### src/cpw_regs.vh
`ifndef CPW_REGS_VH
`define CPW_REGS_VH

// Register byte offsets on the AXI4-Lite bus.
`define CPW_OFS_COUNT      8'h00
`define CPW_OFS_PERIOD     8'h04
`define CPW_OFS_TCTRL      8'h08
`define CPW_OFS_DUTY_HI    8'h0C
`define CPW_OFS_SHADOW     8'h10
`define CPW_OFS_CHAN_CTRL  8'h14
`define CPW_OFS_AUX        8'h18

// Base timer control fields.
`define CPW_TCTRL_PRE_LO   0
`define CPW_TCTRL_PRE_HI   1
`define CPW_TCTRL_ON       2
`define CPW_TCTRL_POST_LO  3
`define CPW_TCTRL_POST_HI  6
`define CPW_TCTRL_MASK     8'h7F

// Channel control fields.
`define CPW_CC_MODE_LO     0
`define CPW_CC_MODE_HI     3
`define CPW_CC_DLOW_LO     4
`define CPW_CC_DLOW_HI     5
`define CPW_CC_MASK        8'h3F
`define CPW_MODE_PWM_TOP   2'h3

// Auxiliary register fields.
`define CPW_AUX_DIR        0
`define CPW_AUX_POSTFLAG   1
`define CPW_AUX_MASK       8'h03

// Prescale select encodings.
`define CPW_PRE_DIV1       2'h0
`define CPW_PRE_DIV4       2'h1

// Reset values.
`define CPW_RST_COUNT      8'h00
`define CPW_RST_PERIOD     8'hFF
`define CPW_RST_TCTRL      8'h00
`define CPW_RST_DUTY_HI    8'h00
`define CPW_RST_SHADOW     8'h00
`define CPW_RST_CHAN_CTRL  8'h00
`define CPW_RST_AUX        8'h01

// Timing: oscillator cycles per base counter step at prescale one.
`define CPW_OSC_PER_STEP   4
`define CPW_PRE_WIDTH      6

// AXI responses.
`define CPW_RESP_OKAY      2'h0
`define CPW_RESP_SLVERR    2'h2

`endif

### src/cpw_prescaler.v
`timescale 1ns/1ps
`include "cpw_regs.vh"

module cpw_prescaler #(
    parameter WIDTH = `CPW_PRE_WIDTH
) (
    // Clock and reset.
    input  wire       i_clk,
    input  wire       i_sys_rst,
    // Control.
    input  wire       i_run,
    input  wire       i_clear,
    input  wire [1:0] i_sel,
    // Time base.
    output wire       o_tick,
    output reg  [1:0] o_low_bits
);

    reg  [WIDTH-1:0] cnt_ff;
    reg  [WIDTH-1:0] limit;

    // Terminal count for divide by one, four and sixteen, each on four oscillator steps.
    always @* begin
        case (i_sel)
            `CPW_PRE_DIV1: limit = {{(WIDTH-2){1'b0}}, 2'h3};
            `CPW_PRE_DIV4: limit = {{(WIDTH-4){1'b0}}, 4'hF};
            default:       limit = {WIDTH{1'b1}};
        endcase
    end

    // The two bits above the prescale ratio extend the base counter by a quarter step.
    always @* begin
        case (i_sel)
            `CPW_PRE_DIV1: o_low_bits = cnt_ff[1:0];
            `CPW_PRE_DIV4: o_low_bits = cnt_ff[3:2];
            default:       o_low_bits = cnt_ff[5:4];
        endcase
    end

    assign o_tick = i_run && (cnt_ff == limit);

    // Oscillator cycle counter; wraps at the terminal count.
    always @(posedge i_clk) begin
        if (i_sys_rst || i_clear) begin
            cnt_ff <= {WIDTH{1'b0}};
        end else if (i_run) begin
            if (cnt_ff == limit) begin
                cnt_ff <= {WIDTH{1'b0}};
            end else begin
                cnt_ff <= cnt_ff + {{(WIDTH-1){1'b0}}, 1'b1};
            end
        end
    end

endmodule

### src/cpw_pwm_top.v
// Register access over AXI4-Lite and the register addresses were left to the implementer.
`timescale 1ns/1ps
`include "cpw_regs.vh"

module cpw_pwm_top #(
    parameter POST_WIDTH = 4
) (
    // Clock and reset.
    input  wire        i_clk,
    input  wire        i_sys_rst,
    // AXI4-Lite write address channel.
    input  wire [7:0]  i_axi_awaddr,
    input  wire        i_axi_awvalid,
    output reg         o_axi_awready,
    // AXI4-Lite write data channel.
    input  wire [31:0] i_axi_wdata,
    input  wire [3:0]  i_axi_wstrb,
    input  wire        i_axi_wvalid,
    output reg         o_axi_wready,
    // AXI4-Lite write response channel.
    output reg  [1:0]  o_axi_bresp,
    output reg         o_axi_bvalid,
    input  wire        i_axi_bready,
    // AXI4-Lite read address channel.
    input  wire [7:0]  i_axi_araddr,
    input  wire        i_axi_arvalid,
    output reg         o_axi_arready,
    // AXI4-Lite read data channel.
    output reg  [31:0] o_axi_rdata,
    output reg  [1:0]  o_axi_rresp,
    output reg         o_axi_rvalid,
    input  wire        i_axi_rready,
    // General-purpose port function sharing the pin.
    input  wire        i_port_data,
    // Output pin.
    output reg         o_pin_out,
    output reg         o_pin_oe
);

    localparam [POST_WIDTH-1:0] POST_ONE = {{(POST_WIDTH-1){1'b0}}, 1'b1};
    localparam [7:0]            AUX_RST  = `CPW_RST_AUX; // Auxiliary register reset image.

    // Register state.
    reg  [7:0]            count_ff;
    reg  [7:0]            period_ff;
    reg  [7:0]            tctrl_ff;
    reg  [7:0]            duty_hi_ff;
    reg  [7:0]            shadow_ff;
    reg  [1:0]            shadow_low_ff;
    reg  [7:0]            chan_ctrl_ff;
    reg                   dir_ff;
    reg                   post_flag_ff;
    reg  [POST_WIDTH-1:0] post_cnt_ff;
    reg                   pwm_latch_ff;
    reg                   restart_ff;

    // Bus slave state.
    reg                   aw_held_ff;
    reg  [7:0]            aw_addr_ff;
    reg                   w_held_ff;
    reg  [7:0]            w_data_ff;
    reg                   w_lane0_ff;

    // Datapath wires.
    wire                  timer_on;
    wire [1:0]            pre_sel;
    wire [3:0]            post_sel;
    wire                  pwm_mode;
    wire [9:0]            duty_value;
    wire [9:0]            shadow_value;
    wire [9:0]            time_base;
    wire                  tick;
    wire [1:0]            low_bits;
    wire                  period_match;
    wire                  period_end;
    wire                  compare_hit;
    wire                  do_write;
    wire                  wr_hit;
    reg                   wr_mapped;
    reg  [7:0]            rd_byte;
    reg                   rd_mapped;
    reg                   nxt_pin_out;

    assign timer_on   = tctrl_ff[`CPW_TCTRL_ON];
    assign pre_sel    = tctrl_ff[`CPW_TCTRL_PRE_HI:`CPW_TCTRL_PRE_LO];
    assign post_sel   = tctrl_ff[`CPW_TCTRL_POST_HI:`CPW_TCTRL_POST_LO];
    assign pwm_mode   = (chan_ctrl_ff[`CPW_CC_MODE_HI:`CPW_CC_MODE_HI-1] == `CPW_MODE_PWM_TOP);

    // Ten-bit duty word built from the high byte and the two low control bits.
    assign duty_value = {duty_hi_ff, chan_ctrl_ff[`CPW_CC_DLOW_HI:`CPW_CC_DLOW_LO]};

    // Active compare value comes only from the buffered copy.
    assign shadow_value = {shadow_ff, shadow_low_ff};

    // Counter extended by two quarter-step bits; one step of it is prescale oscillator cycles.
    assign time_base  = {count_ff, low_bits};

    assign period_match = (count_ff == period_ff);
    assign period_end   = tick && period_match;
    assign compare_hit  = (shadow_value == time_base);

    // A write goes ahead once both address and data are held.
    assign do_write = aw_held_ff && w_held_ff && !o_axi_bvalid;
    assign wr_hit   = do_write && w_lane0_ff && wr_mapped;

    // Prescaler drives the base counter with factors one, four and sixteen.
    cpw_prescaler #(
        .WIDTH      (`CPW_PRE_WIDTH)
    ) u_prescaler (
        .i_clk      (i_clk),
        .i_sys_rst  (i_sys_rst),
        .i_run      (timer_on),
        .i_clear    (wr_hit && (aw_addr_ff == `CPW_OFS_COUNT)),
        .i_sel      (pre_sel),
        .o_tick     (tick),
        .o_low_bits (low_bits)
    );

    // Decode of writable offsets.
    always @* begin
        case (aw_addr_ff)
            `CPW_OFS_COUNT,
            `CPW_OFS_PERIOD,
            `CPW_OFS_TCTRL,
            `CPW_OFS_DUTY_HI,
            `CPW_OFS_SHADOW,
            `CPW_OFS_CHAN_CTRL,
            `CPW_OFS_AUX:       wr_mapped = 1'b1;
            default:            wr_mapped = 1'b0;
        endcase
    end

    // Write address capture.
    always @(posedge i_clk) begin
        if (i_sys_rst) begin
            aw_held_ff    <= 1'b0;
            aw_addr_ff    <= 8'h00;
            o_axi_awready <= 1'b0;
        end else if (do_write) begin
            aw_held_ff    <= 1'b0;
            o_axi_awready <= 1'b0;
        end else if (o_axi_awready && i_axi_awvalid) begin
            aw_held_ff    <= 1'b1;
            aw_addr_ff    <= i_axi_awaddr;
            o_axi_awready <= 1'b0;
        end else begin
            o_axi_awready <= !aw_held_ff && !o_axi_bvalid;
        end
    end

    // Write data capture; registers are one byte wide in lane zero.
    always @(posedge i_clk) begin
        if (i_sys_rst) begin
            w_held_ff    <= 1'b0;
            w_data_ff    <= 8'h00;
            w_lane0_ff   <= 1'b0;
            o_axi_wready <= 1'b0;
        end else if (do_write) begin
            w_held_ff    <= 1'b0;
            o_axi_wready <= 1'b0;
        end else if (o_axi_wready && i_axi_wvalid) begin
            w_held_ff    <= 1'b1;
            w_data_ff    <= i_axi_wdata[7:0];
            w_lane0_ff   <= i_axi_wstrb[0];
            o_axi_wready <= 1'b0;
        end else begin
            o_axi_wready <= !w_held_ff && !o_axi_bvalid;
        end
    end

    // Write response; unmapped offsets answer with a slave error.
    always @(posedge i_clk) begin
        if (i_sys_rst) begin
            o_axi_bvalid <= 1'b0;
            o_axi_bresp  <= `CPW_RESP_OKAY;
        end else if (do_write) begin
            o_axi_bvalid <= 1'b1;
            o_axi_bresp  <= wr_mapped ? `CPW_RESP_OKAY : `CPW_RESP_SLVERR;
        end else if (i_axi_bready) begin
            o_axi_bvalid <= 1'b0;
        end
    end

    // Software-only registers; duty sources take writes at any moment.
    always @(posedge i_clk) begin
        if (i_sys_rst) begin
            period_ff    <= `CPW_RST_PERIOD;
            tctrl_ff     <= `CPW_RST_TCTRL;
            duty_hi_ff   <= `CPW_RST_DUTY_HI;
            chan_ctrl_ff <= `CPW_RST_CHAN_CTRL;
            dir_ff       <= AUX_RST[`CPW_AUX_DIR];
        end else if (wr_hit) begin
            case (aw_addr_ff)
                `CPW_OFS_PERIOD:    period_ff    <= w_data_ff;
                `CPW_OFS_TCTRL:     tctrl_ff     <= w_data_ff & `CPW_TCTRL_MASK;
                `CPW_OFS_DUTY_HI:   duty_hi_ff   <= w_data_ff;
                `CPW_OFS_CHAN_CTRL: chan_ctrl_ff <= w_data_ff & `CPW_CC_MASK;
                `CPW_OFS_AUX:       dir_ff       <= w_data_ff[`CPW_AUX_DIR];
                default:            dir_ff       <= dir_ff;
            endcase
        end
    end

    // Base counter: clears on the step after it equals the period.
    always @(posedge i_clk) begin
        if (i_sys_rst) begin
            count_ff <= `CPW_RST_COUNT;
        end else if (wr_hit && (aw_addr_ff == `CPW_OFS_COUNT)) begin
            count_ff <= w_data_ff;
        end else if (period_end) begin
            count_ff <= 8'h00;
        end else if (tick) begin
            count_ff <= count_ff + 8'h01;
        end
    end

    // Shadow load at period end; software may write it only outside PWM mode.
    always @(posedge i_clk) begin
        if (i_sys_rst) begin
            shadow_ff     <= `CPW_RST_SHADOW;
            shadow_low_ff <= 2'h0;
        end else if (period_end) begin
            {shadow_ff, shadow_low_ff} <= duty_value;
        end else if (wr_hit && (aw_addr_ff == `CPW_OFS_SHADOW) && !pwm_mode) begin
            shadow_ff     <= w_data_ff;
        end
    end

    // Postscaler counts period matches and raises a sticky flag; the PWM never sees it.
    always @(posedge i_clk) begin
        if (i_sys_rst) begin
            post_cnt_ff  <= {POST_WIDTH{1'b0}};
            post_flag_ff <= 1'b0;
        end else begin
            if (period_end) begin
                if (post_cnt_ff == post_sel[POST_WIDTH-1:0]) begin
                    post_cnt_ff  <= {POST_WIDTH{1'b0}};
                    post_flag_ff <= 1'b1;
                end else begin
                    post_cnt_ff  <= post_cnt_ff + POST_ONE;
                end
            end
            if (wr_hit && (aw_addr_ff == `CPW_OFS_AUX) && w_data_ff[`CPW_AUX_POSTFLAG]
                && !(period_end && (post_cnt_ff == post_sel[POST_WIDTH-1:0]))) begin
                post_flag_ff <= 1'b0;
            end
        end
    end

    // Restart marker one clock after the period match, when the shadow holds the new duty.
    always @(posedge i_clk) begin
        if (i_sys_rst) begin
            restart_ff <= 1'b0;
        end else begin
            restart_ff <= period_end;
        end
    end

    // Output latch: set one clock after the restart so the high time is exactly duty steps
    // of the time base, since the clear also lands one clock after the compare match.
    always @(posedge i_clk) begin
        if (i_sys_rst) begin
            pwm_latch_ff <= 1'b0;
        end else if (!pwm_mode) begin
            pwm_latch_ff <= 1'b0;
        end else if (restart_ff) begin
            pwm_latch_ff <= (shadow_value != 10'h000);
        end else if (compare_hit) begin
            pwm_latch_ff <= 1'b0;
        end
    end

    // Pin mux selects the channel only in PWM mode.
    always @* begin
        if (pwm_mode) begin
            nxt_pin_out = pwm_latch_ff;
        end else begin
            nxt_pin_out = i_port_data;
        end
    end

    // Registered pin drive; direction bit low makes the pin an output.
    always @(posedge i_clk) begin
        if (i_sys_rst) begin
            o_pin_out <= 1'b0;
            o_pin_oe  <= 1'b0;
        end else begin
            o_pin_out <= nxt_pin_out;
            o_pin_oe  <= !dir_ff;
        end
    end

    // Read decode; unimplemented bits return zero.
    always @* begin
        rd_mapped = 1'b1;
        case (i_axi_araddr)
            `CPW_OFS_COUNT:     rd_byte = count_ff;
            `CPW_OFS_PERIOD:    rd_byte = period_ff;
            `CPW_OFS_TCTRL:     rd_byte = tctrl_ff & `CPW_TCTRL_MASK;
            `CPW_OFS_DUTY_HI:   rd_byte = duty_hi_ff;
            `CPW_OFS_SHADOW:    rd_byte = shadow_ff;
            `CPW_OFS_CHAN_CTRL: rd_byte = chan_ctrl_ff & `CPW_CC_MASK;
            `CPW_OFS_AUX:       rd_byte = {6'h00, post_flag_ff, dir_ff};
            default: begin
                rd_byte   = 8'h00;
                rd_mapped = 1'b0;
            end
        endcase
    end

    // Read channel: address taken when idle, data one cycle later.
    always @(posedge i_clk) begin
        if (i_sys_rst) begin
            o_axi_arready <= 1'b0;
            o_axi_rvalid  <= 1'b0;
            o_axi_rdata   <= 32'h00000000;
            o_axi_rresp   <= `CPW_RESP_OKAY;
        end else if (o_axi_arready && i_axi_arvalid) begin
            o_axi_arready <= 1'b0;
            o_axi_rvalid  <= 1'b1;
            o_axi_rdata   <= {24'h000000, rd_byte};
            o_axi_rresp   <= rd_mapped ? `CPW_RESP_OKAY : `CPW_RESP_SLVERR;
        end else if (o_axi_rvalid) begin
            if (i_axi_rready) begin
                o_axi_rvalid <= 1'b0;
            end
        end else begin
            o_axi_arready <= 1'b1;
        end
    end

endmodule

### config.mk
export PLATFORM = sky130hd
export DESIGN_NAME = cpw_pwm_top
export DESIGN_NICKNAME = d
export VERILOG_FILES = /design/src/cpw_prescaler.v /design/src/cpw_pwm_top.v
export VERILOG_INCLUDE_DIRS = /design/src
export SDC_FILE = /design/constraint.sdc
export NUM_CORES = 1
export LEC_CHECK = 0
export ABC_AREA = 0
export BUFFER_PORTS_ARGS = -buffer_cell sky130_fd_sc_hd__buf_2
export CAP_MARGIN = 20
export CORE_MARGIN = 2
export CORE_UTILIZATION = 30
export DETAILED_ROUTE_END_ITERATION = 10
export GPL_TIMING_DRIVEN = 0
export HOLD_SLACK_MARGIN = 0.1
export SLEW_MARGIN = 25
export SYNTH_ARGS = -nofsm -noshare
export SYNTH_HDL_FRONTEND = slang
export SYNTH_HIERARCHICAL = 1
export SYNTH_SLANG_ARGS = --single-unit
### constraint.sdc
create_clock -name i_clk -period 3 [get_ports i_clk]
set_input_delay 0.3 -clock i_clk [delete_from_list [all_inputs] [get_ports i_clk]]
set_output_delay 0.3 -clock i_clk [all_outputs]
set_load 0.03 [all_outputs]
==> impl_metrics.env, run 1 <==
export IMPL_status="finished, final reports clean"
export IMPL_die_area_um2=18200
export IMPL_die_h_um=135
export IMPL_antenna_found_initial=0
export IMPL_ys_async_sr_fraction_pct=0
export IMPL_synth_seq_cells=97
export IMPL_insertion_delay_ps=350
export IMPL_worstPathRequired_ps=3220
export IMPL_synth_edf_count=0
export IMPL_cts_tree="done"
export IMPL_syn_area_um2=5140
export IMPL_grt_pass1_vias=4051
export IMPL_maxSlewViolCount=0
export IMPL_cp_max_fo=10
export IMPL_initial_core_util_pct=30.9
export IMPL_dpl_instance_area_um2=5730
export IMPL_postCtsSetupRepairBufs=0
export IMPL_core_area_um2=16600
export IMPL_powerDensity_nw_per_um2=486
export IMPL_crit_type="flip-flop to flip-flop"
export IMPL_stdcell_area_um2=6070
export IMPL_cts_clk_slew_worst_paths_ps=70
export IMPL_vias=4490
export IMPL_cts_htree_levels=3
export IMPL_fin_nets=717
export IMPL_antenna_cells=0
export IMPL_holdBufCountCts=0
export IMPL_final_cell_mix="dfxtp_1 (97), mux2i_1 (73), buf_2 (60)"
export IMPL_drive_gt1_share_pct=17.5
export IMPL_synth_yosys_seq_area_share_pct=37.8
export IMPL_synth_compound_area_share_pct=12.1
export IMPL_dp_hpwl_um=11000
export IMPL_drc=0
export IMPL_startpoint_type="flip-flop"
export IMPL_timing_setup_tns_ps=0
export IMPL_irDropWorstVdd_mv=0.300
export IMPL_clock_path_buffers=2
export IMPL_viasPerCell=5.11
export IMPL_timing_fmax_mhz=360
export IMPL_syn_area_per_cell_um2=8.97
export IMPL_layout_commonest_cell="dfxtp_1"
export IMPL_dieWidth_um=135
export IMPL_grt_max_degree=16
export IMPL_root_buffer="clkbuf_16"
export IMPL_cts_resized=0
export IMPL_synth_top_family_by_area="simple AND/OR/NAND/NOR gates"
export IMPL_grt_pass1_wl_um=22600
export IMPL_end_kind="flip-flop"
export IMPL_period_minus_slack_ps=2770
export IMPL_drtPass1Iterations=5
export IMPL_wl_um=14500
export IMPL_syn_inst=573
export IMPL_grt_usage_pct=16.0
export IMPL_worstMarginPinSlew_ps=917
export IMPL_synth_xor_area_share_pct=5.46
export IMPL_synthToLayoutAreaGrowth_pct=18.1
export IMPL_cts_sinks=97
export IMPL_initialDrtViolationCount=462
export IMPL_ys_flop_type="dfxtp_1"
export IMPL_muxShareOfSynthArea_pct=14.2
export IMPL_leakagePower_uw=0.00256
export IMPL_fp_row_count=47
export IMPL_gp_congestion=0.889
export IMPL_io_pins=103
export IMPL_setup_slack_ps=226
export IMPL_pre_cts_ws_ps=281
export IMPL_fin_crit_sh_pct=92.5
export IMPL_portBuffers=45
export IMPL_max_slew_margin_rel_pct=38.4
export IMPL_ant_nets=0
export IMPL_power_uw=2950
export IMPL_fin_skew_ps=8.96
export IMPL_final_core_util_pct=36.4
export IMPL_synth_cell_type_count=65
export IMPL_grt_overflow_total=0
export IMPL_avgRoutedWirePerCell_um=16.5
export IMPL_hold_path_class="primary input to flip-flop"
export IMPL_numCtsBuffers=9
export IMPL_cap_violations=0
export IMPL_critPathArrivalTime_ps=3000
export IMPL_final_hold_viol_count=0
export IMPL_yosys_area_share_simple_pct=21.9
export IMPL_yosys_warnings=6
export IMPL_rsz0062_at_grt="no"
export IMPL_synthAdderAreaFrac_pct=0.731
export IMPL_finalSetupViolCount=0
==> critical path, stage by stage, from the launching register on <==
cell and delay (ps):
dfxtp_1 310, buf_6 120, or4_4 520, a221oi_4 510, nand2_1 320, clkbuf_1 330, o41ai_1 480, a21oi_1 70
==> state kept, by name, summed over array words and instances (netlist names), 2 cells and up <==
signal              count
aw_addr_ff              8
chan_ctrl_ff            6
count_ff                8
duty_hi_ff              8
o_axi_rdata             8
period_ff               8
post_cnt_ff             4
shadow_ff               8
shadow_low_ff           2
tctrl_ff                7
u_prescaler/cnt_ff      6
w_data_ff               8
==> cell type report <==
type,count,area (um2)
plain buffers,65,368
clock buffers,10,229
clock inverters,5,105
fillers,1724,10600
inverters,7,26.3
multi-input cells,429,2900
flip-flops and latches,97,1940
well taps,220,275
repair buffers,45,225
==> through the flow <==
step / cells / hold WS (ps)
after floorplan: 598 / 377
after global placement: 863 / 437
after detailed placement: 863 / 440
after CTS: 878 / 176
after global routing: 878 / 193
final: 878 / 186
==> kinds of logic after synthesis <==
family          count (synthesis)
simple gates                  209
flops                          97
compound gates                 86
mux                            73
buf+inv                        72
xor+xnor                       32
fa+ha+maj                       3
other cells                     1
==> final timing paths <==
kind / start / endpoint / slack (ps) / depth (start not counted)
setup / recovery: u_prescaler/cnt_ff[3] / shadow_ff[6] / 230 / 7
hold / removal: i_axi_awaddr[5] / aw_addr_ff[5] / 190 / 3
setup reg to reg: u_prescaler/cnt_ff[3] / shadow_ff[6] / 230 / 7
hold reg to reg: o_axi_rdata[6] / o_axi_rdata[6] / 450 / 2
==> power breakdown <==
group / internal (uW) / switching (uW)
logic: 109 / 186
clock network: 811 / 499
registers: 1310 / 28.5
total: 2230 / 713
==> cells in the mapped netlist (all sizes together) (3+ instances only) <==
master / n / share of area, %
dfxtp: 97 / 38
mux2i: 73 / 14
nor2: 53 / 3.9
nand2: 48 / 3.6
buf: 44 / 5.6
xnor2: 26 / 4.4
clkbuf: 21 / 1.5
nor3: 18 / 2.0
nand4: 17 / 2.3
a21oi: 16 / 1.6
o21ai: 15 / 1.5
nand3: 11 / 1.2
nor4: 11 / 1.6
o41ai: 9 / 1.5
nand2b: 8 / 0.97
o22ai: 7 / 0.85
or3: 7 / 0.95
inv: 6 / 0.44
xor2: 6 / 1.0
and3: 5 / 0.61
nor2b: 5 / 0.61
o32ai: 5 / 0.85
a221oi: 4 / 1.0
a32oi: 4 / 0.68
and4: 4 / 0.68
nand3b: 4 / 0.58
o311ai: 4 / 0.68
a22oi: 3 / 0.44
ha: 3 / 0.73
nor3b: 3 / 0.44
or4: 3 / 0.51
==> routing by layer <==
layer / wire, um / GRT usage (%)
met5: 0 / 0
met4: 233 / 4.27
met3: 948 / 2.93
met2: 6130 / 23.5
met1: 7160 / 24.0
Note: power is estimated with default switching activity, not from simulation.
==> run 2: changes to the inputs <==
--- a/config.mk
+++ b/config.mk
@@ -9,7 +9,7 @@
 export ABC_AREA = 0
 export BUFFER_PORTS_ARGS = -buffer_cell sky130_fd_sc_hd__buf_2
 export CAP_MARGIN = 20
-export CORE_MARGIN = 2
+export CORE_MARGIN = 4
 export CORE_UTILIZATION = 30
 export DETAILED_ROUTE_END_ITERATION = 10
 export GPL_TIMING_DRIVEN = 0
==> impl_metrics.env, run 2 (synthesis results as in run 1) <==
export IMPL_status="finished, final reports clean"
export IMPL_p_seq_share_pct=48.2
export IMPL_finalSetupViolCount=0
export IMPL_initial_core_util_pct=30.8
export IMPL_portBuffers=45
export IMPL_fin_cells=877
export IMPL_crit_type="flip-flop to flip-flop"
export IMPL_p_int_uw=2080
export IMPL_numCtsBuffers=9
export IMPL_root_buffer="clkbuf_16"
export IMPL_grt_usage_pct=15.2
export IMPL_layout_commonest_cell="dfxtp_1"
export IMPL_setup_slack_ps=262
export IMPL_worstMarginPinSlew_ps=943
export IMPL_hold_path_class="primary input to flip-flop"
export IMPL_worstPathCellList="buf_6 > or4_4 > a221oi_4 > nand2_1 > clkbuf_1 > o41ai_1 > a21oi_1"
export IMPL_startpoint_type="flip-flop"
export IMPL_synthToLayoutAreaGrowth_pct=17.1
export IMPL_initialDrtViolationCount=320
export IMPL_core_area_um2=16700
export IMPL_dp_hpwl_um=11000
export IMPL_ant_nets=0
export IMPL_vias=4470
export IMPL_postCtsSetupRepairBufs=0
export IMPL_insertion_delay_ps=350
export IMPL_cts_resized=0
export IMPL_grt_pass1_wl_um=23500
export IMPL_maxSlewViolCount=0
export IMPL_period_minus_slack_ps=2740
export IMPL_viasPerCell=5.10
export IMPL_cts_clk_slew_worst_paths_ps=60
export IMPL_antenna_cells=0
export IMPL_fp_row_count=47
export IMPL_power_frac_clock_pct=41.1
export IMPL_leakagePower_uw=0.00254
export IMPL_cts_sinks=97
export IMPL_fin_skew_ps=5.10
export IMPL_swShare_pct=25.2
export IMPL_cp_max_fo=10
export IMPL_drc=0
export IMPL_gp_congestion=0.967
export IMPL_fin_crit_sh_pct=91.3
export IMPL_grt_max_degree=15
export IMPL_drtPass1Iterations=5
export IMPL_io_pins=103
export IMPL_clock_path_buffers=2
export IMPL_holdBufCountCts=0
export IMPL_nFillCells=1729
export IMPL_drive_gt1_share_pct=17.4
export IMPL_p_comb_share_pct=10.6
export IMPL_p_switching_uw=702
export IMPL_wl_um=14700
export IMPL_fin_nets=717
export IMPL_critPathArrivalTime_ps=2970
export IMPL_cts_htree_levels=3
export IMPL_cap_violations=0
export IMPL_die_h_um=139
export IMPL_cts_tree="done"
export IMPL_pre_cts_ws_ps=306
export IMPL_end_kind="flip-flop"
export IMPL_worstPathRequired_ps=3230
export IMPL_powerDensity_nw_per_um2=462
export IMPL_max_slew_margin_rel_pct=36.6
export IMPL_critPathSlowestCell="or4_4"
export IMPL_rsz0062_at_grt="no"
export IMPL_timing_setup_tns_ps=0
export IMPL_die_area_um2=19300
export IMPL_power_uw=2780
export IMPL_avgRoutedWirePerCell_um=16.8
export IMPL_antenna_found_initial=0
export IMPL_dieWidth_um=139
export IMPL_final_cell_mix="dfxtp_1 (97), mux2i_1 (73), buf_2 (60)"
export IMPL_placed_cells=863
export IMPL_irDropWorstVdd_mv=0.265
export IMPL_grt_pass1_vias=4214
export IMPL_grt_overflow_total=0
export IMPL_final_hold_viol_count=0
export IMPL_hold_worst_slack_ps=183
export IMPL_timing_fmax_mhz=365
export IMPL_critical_path_max_stage_delay_ps=520
run 2: changes by cell type in the layout (fill, tap and decap cells not counted), sizes merged:
cell      delta
bufinv       -2
clkinvlp     -1
clkbuf       +1
clkinv       +1
run 2: metal layers:
layer  track usage (%)  up-vias  routed length, um
met2              22.1      162               6290
met3              4.10       23               1100
met4              3.96        0                202
met1              22.1     2085               7110
met5                 0        -                  0
li1                  -     2200                  -
run 2: worst paths after layout:
check	end	start	depth (start not counted)	slack, ps
max	shadow_ff[5]	u_prescaler/cnt_ff[3]	7	260
min	w_data_ff[3]	i_axi_wdata[3]	3	180
max reg2reg	shadow_ff[5]	u_prescaler/cnt_ff[3]	7	260
min reg2reg	o_axi_rdata[5]	o_axi_rdata[5]	2	450
run 2: power groups by stage:
stage	registers, uW	clock network, uW	logic, uW
global placement	1370	0	293
detailed placement	1370	0	294
CTS	1340	1160	295
finish	1340	1140	296
floorplan	1370	0	210
global route	1350	1200	323
run 2: cell type report:
class                           instances  area, um2  area share (%)
Buffer                                 65        368            6.11
Clock buffer                           11        243            4.03
Clock inverter                          3       42.5           0.707
Inverter                                7       26.3           0.437
Multi-Input combinational cell        429       2900            48.1
Sequential cell                        97       1940            32.3
Tap cell                              220        275            4.57
Timing Repair Buffer                   45        225            3.74
run 2: stage by stage:
step                cell area, um2  utilization [%]
global placement              5730             34.3
floorplan                     5230                -
finish                        6020             36.0
CTS                           6020             36.0
detailed placement            5730             34.3
global route                  6020             36.0
run 2: critical path, delay by kind of cell (launching register included):
kind	cells	cell delay [ps]
buf+inv	2	460
simple gates	2	850
flops	1	310
compound gates	3	1000
